<file path="config.mk">
export PLATFORM = sky130hd
export DESIGN_NAME = gpx_port
export DESIGN_NICKNAME = d
export VERILOG_FILES = /design/src/gpx_pkg.sv /design/src/gpx_port.sv
export SDC_FILE = /design/constraint.sdc
export NUM_CORES = 1
export LEC_CHECK = 0
export BUFFER_PORTS_ARGS = -buffer_cell sky130_fd_sc_hd__buf_2
export CAP_MARGIN = 40
export CORE_UTILIZATION = 40
export CTS_CLUSTER_SIZE = 10
export DETAILED_ROUTE_END_ITERATION = 7
export GPL_TIMING_DRIVEN = 0
export MAX_ROUTING_LAYER = met4
export PLACE_DENSITY = 0.75
export SYNTH_ARGS = -nofsm -noshare
export SYNTH_HDL_FRONTEND = slang
export SYNTH_SLANG_ARGS = --single-unit
</file>
<file path="constraint.sdc">
create_clock -name ref_clk -period 1.9 [get_ports ref_clk]
set_clock_uncertainty 0.05 [all_clocks]
set_input_delay 0.095 -clock ref_clk [delete_from_list [all_inputs] [get_ports ref_clk]]
set_output_delay 0.095 -clock ref_clk [all_outputs]
set_load 0.05 [all_outputs]
</file>
<file path="src/gpx_pkg.sv">
`default_nettype none
package gpx_pkg;
    // ---------------------------------------------------------------
    // bus geometry
    // ---------------------------------------------------------------
    localparam int ADDR_W = 16;
    localparam int DATA_W = 32;
    localparam int PORT_W = 8;
    // ---------------------------------------------------------------
    // register indices, byte address is four times the index
    // ---------------------------------------------------------------
    localparam logic [ADDR_W-1:0] LATCH_IDX = 16'h0007;
    localparam logic [ADDR_W-1:0] DIR_IDX = 16'h0f9d;
    localparam logic [ADDR_W-1:0] IEN_IDX = 16'h0f9e;
    localparam logic [ADDR_W-1:0] BITOP_IDX = 16'h0010;
    localparam logic [ADDR_W-1:0] LATCH_ADDR = LATCH_IDX << 2;
    localparam logic [ADDR_W-1:0] DIR_ADDR = DIR_IDX << 2;
    localparam logic [ADDR_W-1:0] IEN_ADDR = IEN_IDX << 2;
    localparam logic [ADDR_W-1:0] BITOP_ADDR = BITOP_IDX << 2;
    // ---------------------------------------------------------------
    // reset values
    // ---------------------------------------------------------------
    localparam logic [PORT_W-1:0] LATCH_RST = 8'h00;
    localparam logic [PORT_W-1:0] DIR_RST = 8'h00;
    localparam logic [PORT_W-1:0] IEN_RST = 8'hff;
    // ---------------------------------------------------------------
    // bit operation register fields
    // ---------------------------------------------------------------
    localparam int BITOP_IDX_LSB = 0;
    localparam int BITOP_OP_LSB = 4;
    localparam logic [1:0] BITOP_SET = 2'h1;
    localparam logic [1:0] BITOP_CLR = 2'h2;
    localparam logic [1:0] BITOP_TGL = 2'h3;
    // ---------------------------------------------------------------
    // responses
    // ---------------------------------------------------------------
    localparam logic [1:0] RESP_OKAY = 2'h0;
    localparam logic [1:0] RESP_SLVERR = 2'h2;
endpackage
`default_nettype wire

</file>
<file path="src/gpx_port.sv">
`default_nettype none
// How it works
// Eight pins, each set to input or output by its own direction bit.
// Reset clears direction and latch and sets every input-enable bit, so all pins are inputs.
// A pin whose direction bit is 1 is driven from its latch bit, whatever input-enable says.
// Direction 0 with input-enable 1 makes a digital input whose level reaches the read path.
// Direction 0 with input-enable 0 shuts the digital path and frees the pin for the converter.
// A data read gives latch for outputs, pin level for digital inputs, zero for analog pins.
// Digital input pins also feed their level to the interrupt and wakeup inputs.
// A bit operation writes back the read value of all bits, so input latches may take pin levels.
// Software never sets output direction on a pin used as an analog input.
// Software avoids port writes and nearby toggling while a conversion runs.
// A register write and the pin drive it causes both land on the edge that completes the write.
module gpx_port (
    // clock and reset
    input wire logic ref_clk,
    input wire logic resetn,
    // write address channel
    input wire logic s_axi_awvalid,
    output logic s_axi_awready,
    input wire logic [gpx_pkg::ADDR_W-1:0] s_axi_awaddr,
    // write data channel
    input wire logic s_axi_wvalid,
    output logic s_axi_wready,
    input wire logic [gpx_pkg::DATA_W-1:0] s_axi_wdata,
    input wire logic [3:0] s_axi_wstrb,
    // write response channel
    output logic s_axi_bvalid,
    input wire logic s_axi_bready,
    output logic [1:0] s_axi_bresp,
    // read address channel
    input wire logic s_axi_arvalid,
    output logic s_axi_arready,
    input wire logic [gpx_pkg::ADDR_W-1:0] s_axi_araddr,
    // read data channel
    output logic s_axi_rvalid,
    input wire logic s_axi_rready,
    output logic [gpx_pkg::DATA_W-1:0] s_axi_rdata,
    output logic [1:0] s_axi_rresp,
    // port pins
    input wire logic [gpx_pkg::PORT_W-1:0] port_pins_in,
    output logic [gpx_pkg::PORT_W-1:0] port_pins_out,
    output logic [gpx_pkg::PORT_W-1:0] port_pins_oe,
    // towards interrupt, wakeup and converter
    output logic [gpx_pkg::PORT_W-1:0] wakeup_level,
    output logic [gpx_pkg::PORT_W-1:0] analog_channel_pins
);
    import gpx_pkg::*;

    // ---------------------------------------------------------------
    // pin input synchroniser
    // ---------------------------------------------------------------
    logic [PORT_W-1:0] sync1_reg, sync2_reg, sync3_reg, pin_level_reg, pin_level_next;

    // a change only counts once the last two stages agree
    always_comb begin
        for (int i = 0; i < PORT_W; i++) begin
            pin_level_next[i] = (sync2_reg[i] == sync3_reg[i]) ? sync3_reg[i] : pin_level_reg[i];
        end
    end

    always_ff @(posedge ref_clk or negedge resetn) begin
        if (!resetn) begin
            sync1_reg <= '0;
            sync2_reg <= '0;
            sync3_reg <= '0;
            pin_level_reg <= '0;
        end else begin
            sync1_reg <= port_pins_in;
            sync2_reg <= sync1_reg;
            sync3_reg <= sync2_reg;
            pin_level_reg <= pin_level_next;
        end
    end

    // ---------------------------------------------------------------
    // port registers
    // ---------------------------------------------------------------
    logic [PORT_W-1:0] latch_reg, latch_next, dir_reg, dir_next, ien_reg, ien_next;
    logic [PORT_W-1:0] read_value, wake_next, analog_next;
    logic [PORT_W-1:0] wakeup_reg, analog_reg;
    logic do_write, wr_lane0, wr_latch, wr_dir, wr_ien, wr_bitop, addr_ok;
    logic [ADDR_W-1:0] aw_addr_reg;
    logic [DATA_W-1:0] w_data_reg;
    logic [3:0] w_strb_reg;
    logic [2:0] bit_idx;
    logic [1:0] bit_op;

    // per-bit read mux
    // read value mux
    // input path enable
    // analog reads zero
    assign read_value = (dir_reg & latch_reg) | (~dir_reg & ien_reg & pin_level_reg);

    assign bit_idx = w_data_reg[BITOP_IDX_LSB +: 3];
    assign bit_op = w_data_reg[BITOP_OP_LSB +: 2];
    // a misaligned or unmapped address must not land on a register it aliases
    assign wr_lane0 = do_write && w_strb_reg[0] && addr_ok;
    assign wr_latch = wr_lane0 && aw_addr_reg[ADDR_W-1:2] == LATCH_IDX[ADDR_W-3:0];
    assign wr_dir = wr_lane0 && aw_addr_reg[ADDR_W-1:2] == DIR_IDX[ADDR_W-3:0];
    assign wr_ien = wr_lane0 && aw_addr_reg[ADDR_W-1:2] == IEN_IDX[ADDR_W-3:0];
    assign wr_bitop = wr_lane0 && aw_addr_reg[ADDR_W-1:2] == BITOP_IDX[ADDR_W-3:0];

    // register updates; pins follow straight from these flops
    always_comb begin
        latch_next = latch_reg;
        dir_next = dir_reg;
        ien_next = ien_reg;
        // write lands at once
        if (wr_latch) latch_next = w_data_reg[PORT_W-1:0];
        if (wr_dir) dir_next = w_data_reg[PORT_W-1:0];
        if (wr_ien) ien_next = w_data_reg[PORT_W-1:0];
        // whole read value written back
        if (wr_bitop) begin
            latch_next = read_value;
            unique case (bit_op)
                BITOP_SET: latch_next[bit_idx] = 1'b1;
                BITOP_CLR: latch_next[bit_idx] = 1'b0;
                BITOP_TGL: latch_next[bit_idx] = ~read_value[bit_idx];
                default: latch_next = read_value;
            endcase
        end
        // digital inputs feed wakeup
        wake_next = pin_level_reg & ~dir_reg & ien_reg;
        // analog pins freed
        analog_next = ~dir_reg & ~ien_reg;
    end

    always_ff @(posedge ref_clk or negedge resetn) begin
        // all pins start as inputs
        if (!resetn) begin
            latch_reg <= LATCH_RST;
            dir_reg <= DIR_RST;
            ien_reg <= IEN_RST;
            wakeup_reg <= '0;
            analog_reg <= '0;
        end else begin
            latch_reg <= latch_next;
            dir_reg <= dir_next;
            ien_reg <= ien_next;
            wakeup_reg <= wake_next;
            analog_reg <= analog_next;
        end
    end

    // direction bit drives enable
    // output from latch
    assign port_pins_out = latch_reg;
    assign port_pins_oe = dir_reg;
    assign wakeup_level = wakeup_reg;
    assign analog_channel_pins = analog_reg;

    // ---------------------------------------------------------------
    // bus slave
    // ---------------------------------------------------------------
    logic aw_held_reg, aw_held_next, w_held_reg, w_held_next;
    logic [ADDR_W-1:0] aw_addr_next;
    logic [DATA_W-1:0] w_data_next, rdata_next;
    logic [3:0] w_strb_next;
    logic awready_reg, awready_next, wready_reg, wready_next, bvalid_reg, bvalid_next;
    logic arready_reg, arready_next, rvalid_reg, rvalid_next;
    logic [1:0] bresp_reg, bresp_next, rresp_reg, rresp_next;
    logic [DATA_W-1:0] rdata_reg;

    assign do_write = aw_held_reg && w_held_reg && !bvalid_reg;
    assign addr_ok = aw_addr_reg == LATCH_ADDR || aw_addr_reg == DIR_ADDR
        || aw_addr_reg == IEN_ADDR || aw_addr_reg == BITOP_ADDR;

    // address and data taken in either order; response after both
    always_comb begin
        aw_held_next = aw_held_reg;
        w_held_next = w_held_reg;
        aw_addr_next = aw_addr_reg;
        w_data_next = w_data_reg;
        w_strb_next = w_strb_reg;
        bvalid_next = bvalid_reg;
        bresp_next = bresp_reg;
        arready_next = arready_reg;
        rvalid_next = rvalid_reg;
        rdata_next = rdata_reg;
        rresp_next = rresp_reg;
        if (s_axi_awvalid && awready_reg) begin
            aw_held_next = 1'b1;
            aw_addr_next = s_axi_awaddr;
        end
        if (s_axi_wvalid && wready_reg) begin
            w_held_next = 1'b1;
            w_data_next = s_axi_wdata;
            w_strb_next = s_axi_wstrb;
        end
        if (do_write) begin
            aw_held_next = 1'b0;
            w_held_next = 1'b0;
            bvalid_next = 1'b1;
            bresp_next = addr_ok ? RESP_OKAY : RESP_SLVERR;
        end
        if (bvalid_reg && s_axi_bready) bvalid_next = 1'b0;
        // one read outstanding; unmapped reads return zero with an error
        if (s_axi_arvalid && arready_reg) begin
            rvalid_next = 1'b1;
            rresp_next = RESP_OKAY;
            if (s_axi_araddr == LATCH_ADDR) rdata_next = {24'h000000, read_value};
            else if (s_axi_araddr == DIR_ADDR) rdata_next = {24'h000000, dir_reg};
            else if (s_axi_araddr == IEN_ADDR) rdata_next = {24'h000000, ien_reg};
            else if (s_axi_araddr == BITOP_ADDR) rdata_next = 32'h00000000;
            else begin
                rdata_next = 32'h00000000;
                rresp_next = RESP_SLVERR;
            end
        end
        if (rvalid_reg && s_axi_rready) rvalid_next = 1'b0;
        awready_next = !aw_held_next && !bvalid_next;
        wready_next = !w_held_next && !bvalid_next;
        arready_next = !rvalid_next;
    end

    always_ff @(posedge ref_clk or negedge resetn) begin
        if (!resetn) begin
            aw_held_reg <= 1'b0;
            w_held_reg <= 1'b0;
            aw_addr_reg <= '0;
            w_data_reg <= '0;
            w_strb_reg <= '0;
            awready_reg <= 1'b0;
            wready_reg <= 1'b0;
            bvalid_reg <= 1'b0;
            bresp_reg <= RESP_OKAY;
            arready_reg <= 1'b0;
            rvalid_reg <= 1'b0;
            rdata_reg <= '0;
            rresp_reg <= RESP_OKAY;
        end else begin
            aw_held_reg <= aw_held_next;
            w_held_reg <= w_held_next;
            aw_addr_reg <= aw_addr_next;
            w_data_reg <= w_data_next;
            w_strb_reg <= w_strb_next;
            awready_reg <= awready_next;
            wready_reg <= wready_next;
            bvalid_reg <= bvalid_next;
            bresp_reg <= bresp_next;
            arready_reg <= arready_next;
            rvalid_reg <= rvalid_next;
            rdata_reg <= rdata_next;
            rresp_reg <= rresp_next;
        end
    end

    assign s_axi_awready = awready_reg;
    assign s_axi_wready = wready_reg;
    assign s_axi_bvalid = bvalid_reg;
    assign s_axi_bresp = bresp_reg;
    assign s_axi_arready = arready_reg;
    assign s_axi_rvalid = rvalid_reg;
    assign s_axi_rdata = rdata_reg;
    assign s_axi_rresp = rresp_reg;
endmodule // gpx_port
`default_nettype wire

</file>
==> results.sh, run 1 <==
export IMPL_status="finished, violations left"
export IMPL_violations="DRC, setup timing"
export IMPL_clock_tree_from_tritoncts="done"
export IMPL_synth_most_common_cell="dfrtp_1"
export IMPL_drt_wirelength_per_cell_um=16.3
export IMPL_crit_type="register to register"
export IMPL_core_rowCount=39
export IMPL_final_fill_count=940
export IMPL_power_total_mw=8.62
export IMPL_worst_ep_required_time_ps=2140
export IMPL_syn_avg_cell_area_um2=12.5
export IMPL_start_kind="register"
export IMPL_clock_root_buffer="clkbuf_16"
export IMPL_power_leakage_nw=3.33
export IMPL_postSynthCellCount=386
export IMPL_vias_in_the_first_global_route=3842
export IMPL_largest_register_ffs=16
export IMPL_floorplan_die_width_um=112
export IMPL_p_per_area_nw_per_um2=1250
export IMPL_setup_tns_final_ps=-77.7
export IMPL_die_area_um2=12600
export IMPL_fp_dieH_um=112
export IMPL_synth_top_cells_by_area="dfrtp_1, mux2_2, dfstp_2"
export IMPL_maximum_buffer_depth_of_the_clock_tree=2
export IMPL_timing_critical_path_from="aw_addr_reg[7]"
export IMPL_worstHoldEndpoint="s_axi_rresp[1]"
export IMPL_max_clock_freq_mhz=509
export IMPL_post_synth_most_frequent_cells="dfrtp_1, mux2_2, nor2_1"
export IMPL_async_flop_share_pct=100
export IMPL_layout_drive_gt1_share_pct=42.7
export IMPL_tightestPinTransition_ps=754
export IMPL_drt_pass1_iter_count=8
export IMPL_fin_nets=665
export IMPL_holdPathStages=4
export IMPL_hold_violations=0
export IMPL_cts_made_buffers=17
export IMPL_worst_skew_pair_late_latency_ps=410
export IMPL_fin_crit_sh_pct=103
export IMPL_grt_first_pass_wirelength_mm=19.4
export IMPL_route_detailed_vias_per_inst=5.04
export IMPL_synth_cell_type_count=56
export IMPL_initial_core_utilization_pct=41.7
export IMPL_vdd_ir_drop_max_mv=0.937
export IMPL_grt_antenna_before_repair=0
export IMPL_route_final_wire_length_mm=12.0
export IMPL_post_synth_top_area_fraction_pct=54.8
export IMPL_reg2reg_from="aw_addr_reg[7]"
export IMPL_report_final_slew_viol_count=0
export IMPL_violation_count_after_the_first_detailed_routing_iteration=229
export IMPL_grt_overflow=0
export IMPL_globalplace_congestion=0.888
export IMPL_ff2ff_path_depth=9
export IMPL_top_level_ports=156
export IMPL_grt_setup_unrepaired="true"
export IMPL_synth_edf_count=0
export IMPL_seq_area_frac_synth_pct=59.1
export IMPL_critical_path_reg2reg_endpoint="port_pins_out[2]"
export IMPL_drc=12
export IMPL_finalCriticalPeriod_ps=1960
export IMPL_clk_transition_reported_paths_ps=50
export IMPL_all_layer_gr_usage_pct=20.9
export IMPL_yosysTopAreaCell="dfrtp_1"
export IMPL_antenna_cells_inserted=0
export IMPL_numPortBuffers=102
export IMPL_worstPathArrival_ps=2200
export IMPL_path_max_fanout=8
export IMPL_min_delay_start="s_axi_arvalid"
export IMPL_synth_yosys_warnings=0
export IMPL_core_area_um2=11600
export IMPL_detailedPlacementHpwl_mm=7.73
export IMPL_synth_main_ff_cell="dfrtp_1"
export IMPL_grt_start_max_net_pins=61
export IMPL_preCtsSetupSlack_ps=-282
export IMPL_worst_hold_path_type="primary input to register"
export IMPL_relSlewSlack_pct=49.5
export IMPL_postRouteAntennaNets=0
export IMPL_cts_sink_count=114
export IMPL_cts_htree_levels=4
export IMPL_area_growth_syn_to_layout_pct=42.1
export IMPL_postSynthRegisterBits=114
export IMPL_postLayoutSetupSlackWorst_ps=-64.9
export IMPL_setup_worst_path_end_class="register"
export IMPL_cap_viol_max_count=0
export IMPL_dr_total_vias=3722
export IMPL_syn_cell_area_um2=4840
export IMPL_finalSetupViolations=3
export IMPL_reg2reg_slack_ps=-60
[placed cells by master, fill, tap and decap left out, types with 9 or more instances in the layout]
cell type / count
a21oi_1: 16
buf_2: 101
buf_4: 36
clkbuf_1: 9
clkbuf_16: 17
conb_1: 26
dfrtp_1: 102
dlygate4sd3_1: 39
mux2_2: 43
nand2_1: 27
nor2_1: 33
[what timing repair did]
action	CTS	global route
setup buffers	6	5
hold buffers	39	0
endpoints found under the hold margin	89	0
pin swaps	5	9
setup endpoints to repair	24	25
resized for setup	11	18
[metal layers]
metal	track usage, %	routed length, um
met2	34.6	6280
met1	24.4	4800
met5	-	0
met4	7.73	212
met3	5.72	714
[where the power goes]
| part | internal [mW] | switching (mW) | total [mW] |
|---|---|---|---|
| clock | 2.15 | 1.06 | 3.21 |
| sequential | 2.86 | 0.393 | 3.25 |
| combinational | 0.908 | 1.25 | 2.16 |
| total | 5.92 | 2.71 | 8.62 |
[cell type report]
| class | count | area (um2) | share of cell area [%] |
|---|---|---|---|
| sequential | 114 | 2870 | 41.7 |
| buffer | 38 | 268 | 3.89 |
| tap | 143 | 179 | 2.60 |
| multi-input combinational | 251 | 1910 | 27.7 |
| inverter | 7 | 26.3 | 0.382 |
| clock buffer | 21 | 470 | 6.83 |
| clock inverter | 11 | 134 | 1.94 |
| timing repair buffer | 153 | 1030 | 15.0 |
[how the worst max path moves through the flow]
stage / depth (start not counted) / slack, ps / to
3_5_place_dp: 6 / -280 / s_axi_rdata[1]
6_report: 9 / -60 / port_pins_out[2]
4_1_cts: 6 / -70 / port_pins_oe[4]
3_3_place_gp: 1 / -750 / s_axi_bvalid
2_1_floorplan: 7 / 20 / port_pins_out[7]
5_1_grt: 9 / -120 / port_pins_out[2]
[kinds of logic (layout without fill, tap and decap cells)]
group	after synthesis	count (layout)	synth area share (%)
AOI/OAI and AO/OA	54	54	7.98
xor gates and xnor gates	1	1	0.181
adders and majority gates	8	8	1.65
buffers and inverters	46	230	5.73
DFF	114	114	59.1
muxes	46	46	10.7
other	1	26	0.0774
and+or+nand+nor	116	116	14.5
[worst max-delay path: stages (launching register included)]
cell,delay (ps)
dfrtp_1,400
nor4_4,260
buf_4,180
buf_6,90
and4_1,170
buf_6,120
nand2b_4,50
buf_8,140
a211oi_4,240
o41ai_2,110
[stage by stage]
step                      util, %  instance area, um2  hold slack (ps)  cells
final                        59.3                6880             27.7    738
after global routing         59.3                6880             59.2    738
after CTS                    58.3                6770             20.9    734
after detailed placement     48.9                5680              148    657
after global placement       48.6                5650              155    656
after floorplan                 -                4960             -251    411
(Power assumes the default switching activity.)
==> run 2: changes to the inputs <==
--- a/config.mk
+++ b/config.mk
@@ -10,8 +10,6 @@
 export CORE_UTILIZATION = 40
 export CTS_CLUSTER_SIZE = 10
 export DETAILED_ROUTE_END_ITERATION = 7
-export GPL_TIMING_DRIVEN = 0
-export MAX_ROUTING_LAYER = met4
 export PLACE_DENSITY = 0.75
 export SYNTH_ARGS = -nofsm -noshare
 export SYNTH_HDL_FRONTEND = slang
==> results.sh, run 2 (synthesis results as in run 1) <==
export IMPL_grt_setup_unrepaired="true"
export IMPL_grt_antenna_before_repair=0
export IMPL_top_level_ports=156
export IMPL_layout_drive_gt1_share_pct=39.9
export IMPL_grt_overflow=0
export IMPL_numPortBuffers=102
export IMPL_critPathCapture="port_pins_out[2]"
export IMPL_fin_crit_sh_pct=100
export IMPL_finalSetupViolations=1
export IMPL_relSlewSlack_pct=43.9
export IMPL_comb_power_share_pct=22.9
export IMPL_drt_wirelength_per_cell_um=15.7
export IMPL_finalNonFillerCells=712
export IMPL_area_growth_syn_to_layout_pct=36.0
export IMPL_hold_violations=0
export IMPL_dp_cells=639
export IMPL_detailedPlacementHpwl_mm=7.75
export IMPL_drc=12
export IMPL_cts_htree_levels=4
export IMPL_all_layer_gr_usage_pct=19.3
export IMPL_reg2reg_from="aw_addr_reg[14]"
export IMPL_worst_hold_path_type="primary input to async pin"
export IMPL_cts_sink_count=114
export IMPL_cap_viol_max_count=0
export IMPL_layout_commonest_cell="dfrtp_1"
export IMPL_core_area_um2=11600
export IMPL_drt_pass1_iter_count=8
export IMPL_violations="DRC, setup timing"
export IMPL_switching_power_mw=2.62
export IMPL_status="finished, violations left"
export IMPL_place_area_um2=5560
export IMPL_start_kind="register"
export IMPL_clock_root_buffer="clkbuf_16"
export IMPL_die_area_um2=12600
export IMPL_preCtsSetupSlack_ps=-89.6
export IMPL_fin_nets=639
export IMPL_power_leakage_nw=3.18
export IMPL_worst_ep_required_time_ps=2150
export IMPL_postRouteAntennaNets=0
export IMPL_routedLengthMet1_mm=4.49
export IMPL_worst_skew_pair_late_latency_ps=420
export IMPL_switching_share_pct=31.2
export IMPL_dr_total_vias=3648
export IMPL_route_detailed_vias_per_inst=5.12
export IMPL_maximum_buffer_depth_of_the_clock_tree=2
export IMPL_clock_tree_from_tritoncts="done"
export IMPL_postLayoutSetupSlackWorst_ps=-5.54
export IMPL_floorplan_die_width_um=112
export IMPL_antenna_cells_inserted=0
export IMPL_setup_worst_path_end_class="register"
export IMPL_critical_path_reg2reg_endpoint="port_pins_out[2]"
export IMPL_cell_internal_pwr_mw=5.77
export IMPL_initial_core_utilization_pct=41.7
export IMPL_vdd_ir_drop_max_mv=0.851
export IMPL_design_area_um2=6590
export IMPL_vias_in_the_first_global_route=3727
export IMPL_globalplace_congestion=0.832
export IMPL_p_clk_share_pct=37.3
export IMPL_cts_made_buffers=17
export IMPL_path_max_fanout=8
export IMPL_worstPathArrival_ps=2150
export IMPL_grt_start_max_net_pins=40
export IMPL_finalCriticalPeriod_ps=1910
export IMPL_crit_type="register to register"
export IMPL_reg2reg_slack_ps=-6
export IMPL_tightestPinTransition_ps=841
export IMPL_report_final_slew_viol_count=0
export IMPL_setup_tns_final_ps=-5.54
export IMPL_worst_hold_slack_ps=133
export IMPL_timing_critical_path_from="aw_addr_reg[14]"
export IMPL_grt_first_pass_wirelength_mm=18.6
export IMPL_fp_dieH_um=112
export IMPL_wl_met2_mm=5.66
export IMPL_dr_max_layer_used="met4"
export IMPL_max_clock_freq_mhz=525
export IMPL_ff2ff_path_depth=7
export IMPL_route_final_wire_length_mm=11.2
export IMPL_layout_common_cells="dfrtp_1, buf_2, mux2_2"
export IMPL_violation_count_after_the_first_detailed_routing_iteration=226
export IMPL_largest_register_ffs=16
export IMPL_p_per_area_nw_per_um2=1270
export IMPL_clk_transition_reported_paths_ps=50
export IMPL_core_rowCount=39
export IMPL_power_frac_seq_pct=39.8
export IMPL_met3RoutedLength_um=810
## run 2: timing repair
action,CTS,global route
hold buffers,40,0
pin swaps,1,0
buffers inserted,1,0
gates resized for setup,1,5
setup endpoints to repair,21,24
endpoints found under the hold margin,76,0
## run 2: area by class of cell
| class | count | area, um2 |
|---|---|---|
| clock buffers | 19 | 443 |
| clock inverters | 13 | 143 |
| fillers | 987 | 5030 |
| inverters | 7 | 26.3 |
| multi-input cells | 251 | 1830 |
| flip-flops and latches | 114 | 2860 |
| well taps | 143 | 179 |
| repair buffers | 165 | 1100 |
## run 2: layer usage
metal,GRT usage [%],vias to the layer above
met5,0,-
met4,9.96,0
met3,6.16,25
met2,31.7,142
met1,22.9,1789
li1,-,1692
## run 2: how the worst min path moves through the flow
stage / to / slack (ps) / depth (start not counted)
after global placement: aw_addr_reg[0] / 20 / 1
after floorplan: analog_channel_pins[0] / -250 / 0
final: aw_addr_reg[0] / 130 / 2
after detailed placement: aw_addr_reg[0] / 30 / 1
after CTS: s_axi_rresp[1] / 120 / 4
after global routing: sync2_reg[0] / 160 / 2
## run 2: power by group through the flow
stage / sequential (mW) / clock [mW] / combinational [mW]
finish: 3.34 / 3.13 / 1.92
floorplan: 3.43 / 0 / 1.19
CTS: 3.32 / 3.19 / 1.91
detailed placement: 3.35 / 0 / 1.82
global route: 3.41 / 3.30 / 2.08
global placement: 3.31 / 0 / 1.75
## run 2: worst max-delay path, cell delays in order, from the launching register on
cell and delay (ps):
dfrtp_1 400, nor4_4 260, buf_4 170, nand4_4 120
buf_4 180, nand2b_2 280, a211oi_1 220, o41ai_1 110
## run 2: stage by stage
stage	power [mW]	utilization (%)
2_1_floorplan	4.62	-
3_3_place_gp	5.06	47.9
3_5_place_dp	5.17	47.9
5_1_grt	8.79	56.7
4_1_cts	8.42	56.5
6_report	8.39	56.7
==> run 3: changes to the inputs <==
--- a/config.mk
+++ b/config.mk
@@ -10,6 +10,7 @@
 export CORE_UTILIZATION = 40
 export CTS_CLUSTER_SIZE = 10
 export DETAILED_ROUTE_END_ITERATION = 7
+export MAX_ROUTING_LAYER = met4
 export PLACE_DENSITY = 0.75
 export SYNTH_ARGS = -nofsm -noshare
 export SYNTH_HDL_FRONTEND = slang
==> results.sh, run 3 (synthesis results as in run 1) <==
export IMPL_fin_nets=639
export IMPL_max_clock_freq_mhz=525
export IMPL_clk_transition_reported_paths_ps=50
export IMPL_drt_pass1_iter_count=7
export IMPL_fin_crit_sh_pct=100
export IMPL_final_fill_count=987
export IMPL_largest_register_ffs=16
export IMPL_worstPathArrival_ps=2150
export IMPL_initial_core_utilization_pct=41.7
export IMPL_power_leakage_nw=3.18
export IMPL_cts_made_buffers=17
export IMPL_power_total_mw=8.38
export IMPL_layout_common_cells="dfrtp_1, buf_2, mux2_2"
export IMPL_layout_drive_gt1_share_pct=39.9
export IMPL_violations="DRC, setup timing"
export IMPL_cp_cell_sequence="nor4_4 -> buf_4 -> nand4_4 -> buf_4 -> nand2b_2 -> a211oi_1 -> o41ai_1"
export IMPL_floorplan_die_width_um=112
export IMPL_route_final_wire_length_mm=11.2
export IMPL_crit_family="simple AND/OR/NAND/NOR gates"
export IMPL_drt_wirelength_per_cell_um=15.7
export IMPL_grt_antenna_before_repair=0
export IMPL_worst_ep_required_time_ps=2140
export IMPL_numPortBuffers=102
export IMPL_grt_setup_unrepaired="true"
export IMPL_status="finished, violations left"
export IMPL_antenna_cells_inserted=0
export IMPL_ff2ff_path_depth=7
export IMPL_crit_type="register to register"
export IMPL_vias_in_the_first_global_route=3731
export IMPL_grt_overflow=0
export IMPL_path_depth=7
export IMPL_area_growth_syn_to_layout_pct=36.0
export IMPL_fp_dieH_um=112
export IMPL_timing_critical_path_from="aw_addr_reg[14]"
export IMPL_grt_first_pass_wirelength_mm=18.5
export IMPL_core_rowCount=39
export IMPL_core_area_um2=11600
export IMPL_grt_start_max_net_pins=40
export IMPL_clock_root_buffer="clkbuf_16"
export IMPL_reg2reg_from="aw_addr_reg[14]"
export IMPL_cap_viol_max_count=0
export IMPL_all_layer_gr_usage_pct=19.9
export IMPL_postLayoutSetupSlackWorst_ps=-5.53
export IMPL_cts_sink_count=114
export IMPL_preCtsSetupSlack_ps=-89.6
export IMPL_clock_tree_from_tritoncts="done"
export IMPL_path_max_fanout=8
export IMPL_finalSetupViolations=2
export IMPL_drc=12
export IMPL_layout_commonest_cell="dfrtp_1"
export IMPL_critPathCapture="port_pins_out[2]"
export IMPL_timing_critical_path_mode_cell="buf_4"
export IMPL_maximum_buffer_depth_of_the_clock_tree=2
export IMPL_start_kind="register"
export IMPL_tightestPinTransition_ps=839
export IMPL_worst_hold_slack_ps=137
export IMPL_top_level_ports=156
export IMPL_hold_violations=0
export IMPL_worst_hold_path_type="primary input to async pin"
export IMPL_crit_buf_inv=2
export IMPL_finalCriticalPeriod_ps=1910
export IMPL_slowest_delay_ps=400
export IMPL_critical_path_slowest_cell="dfrtp_1"
export IMPL_detailedPlacementHpwl_mm=7.75
export IMPL_vdd_ir_drop_max_mv=0.851
export IMPL_critical_path_reg2reg_endpoint="port_pins_out[2]"
export IMPL_p_per_area_nw_per_um2=1270
export IMPL_worst_skew_pair_late_latency_ps=410
export IMPL_reg2reg_slack_ps=-6
export IMPL_report_final_slew_viol_count=0
export IMPL_dr_total_vias=3637
export IMPL_violation_count_after_the_first_detailed_routing_iteration=221
export IMPL_postRouteAntennaNets=0
export IMPL_relSlewSlack_pct=44.1
export IMPL_cts_htree_levels=4
export IMPL_globalplace_congestion=0.844
export IMPL_die_area_um2=12600
export IMPL_route_detailed_vias_per_inst=5.11
export IMPL_setup_worst_path_end_class="register"
[run 3: cell counts in the layout (fill, tap and decap cells not counted)]
No cell type changed its count.
[run 3: per-stage QoR]
stage	std cells	setup TNS, ps	cell area, um2	utilization [%]
2_1_floorplan	411	0	4960	-
5_1_grt	712	-1020	6590	56.7
6_report	712	-6.45	6590	56.7
4_1_cts	712	-10.3	6560	56.5
3_3_place_gp	639	-113	5560	47.9
3_5_place_dp	639	-460	5560	47.9
[run 3: power by group]
part	switching (mW)	internal, mW	total [mW]
registers	0.487	2.85	3.34
clock network	1.06	2.07	3.12
logic	1.07	0.846	1.92
total	2.62	5.77	8.38
[run 3: worst min-delay path by stage]
stage | from | endpoint | slack [ps] | cells past startpoint
global route | resetn | sync2_reg[0] | 160 | 2
CTS | s_axi_araddr[4] | s_axi_rresp[1] | 120 | 4
detailed placement | resetn | aw_addr_reg[0] | 30 | 1
floorplan | resetn | analog_channel_pins[0] | -250 | 0
finish | resetn | aw_addr_reg[0] | 140 | 2
global placement | resetn | aw_addr_reg[0] | 20 | 1
[run 3: layout make-up]
cell class / instances / area (um2) / area share, %
well taps: 143 / 179 / 2.72
repair buffers: 165 / 1100 / 16.7
multi-input cells: 251 / 1830 / 27.8
clock buffers: 19 / 443 / 6.72
inverters: 7 / 26.3 / 0.399
flip-flops and latches: 114 / 2860 / 43.5
clock inverters: 13 / 143 / 2.17
[run 3: timing repair]
item                       in CTS  in global routing
setup endpoints to repair      21                 24
hold endpoints to repair       76                  0
pin swaps                       1                  0
resized for setup               1                  5
hold buffers                   40                  0
setup buffers                   1                  0
[run 3: per-layer routing]
layer	global-route usage, %	vias up	share of wire (%)
met5	-	-	0
met4	9.69	0	1.6
met3	5.99	16	7.0
met2	31.7	142	51
met1	22.9	1788	41
li1	-	1691	-
[run 3: worst register-to-register path, cell delays in order (launching register included)]
cell and delay (ps):
dfrtp_1 400, nor4_4 260, buf_4 170, nand4_4 120, buf_4 180, nand2b_2 270, a211oi_1 220, o41ai_1 110
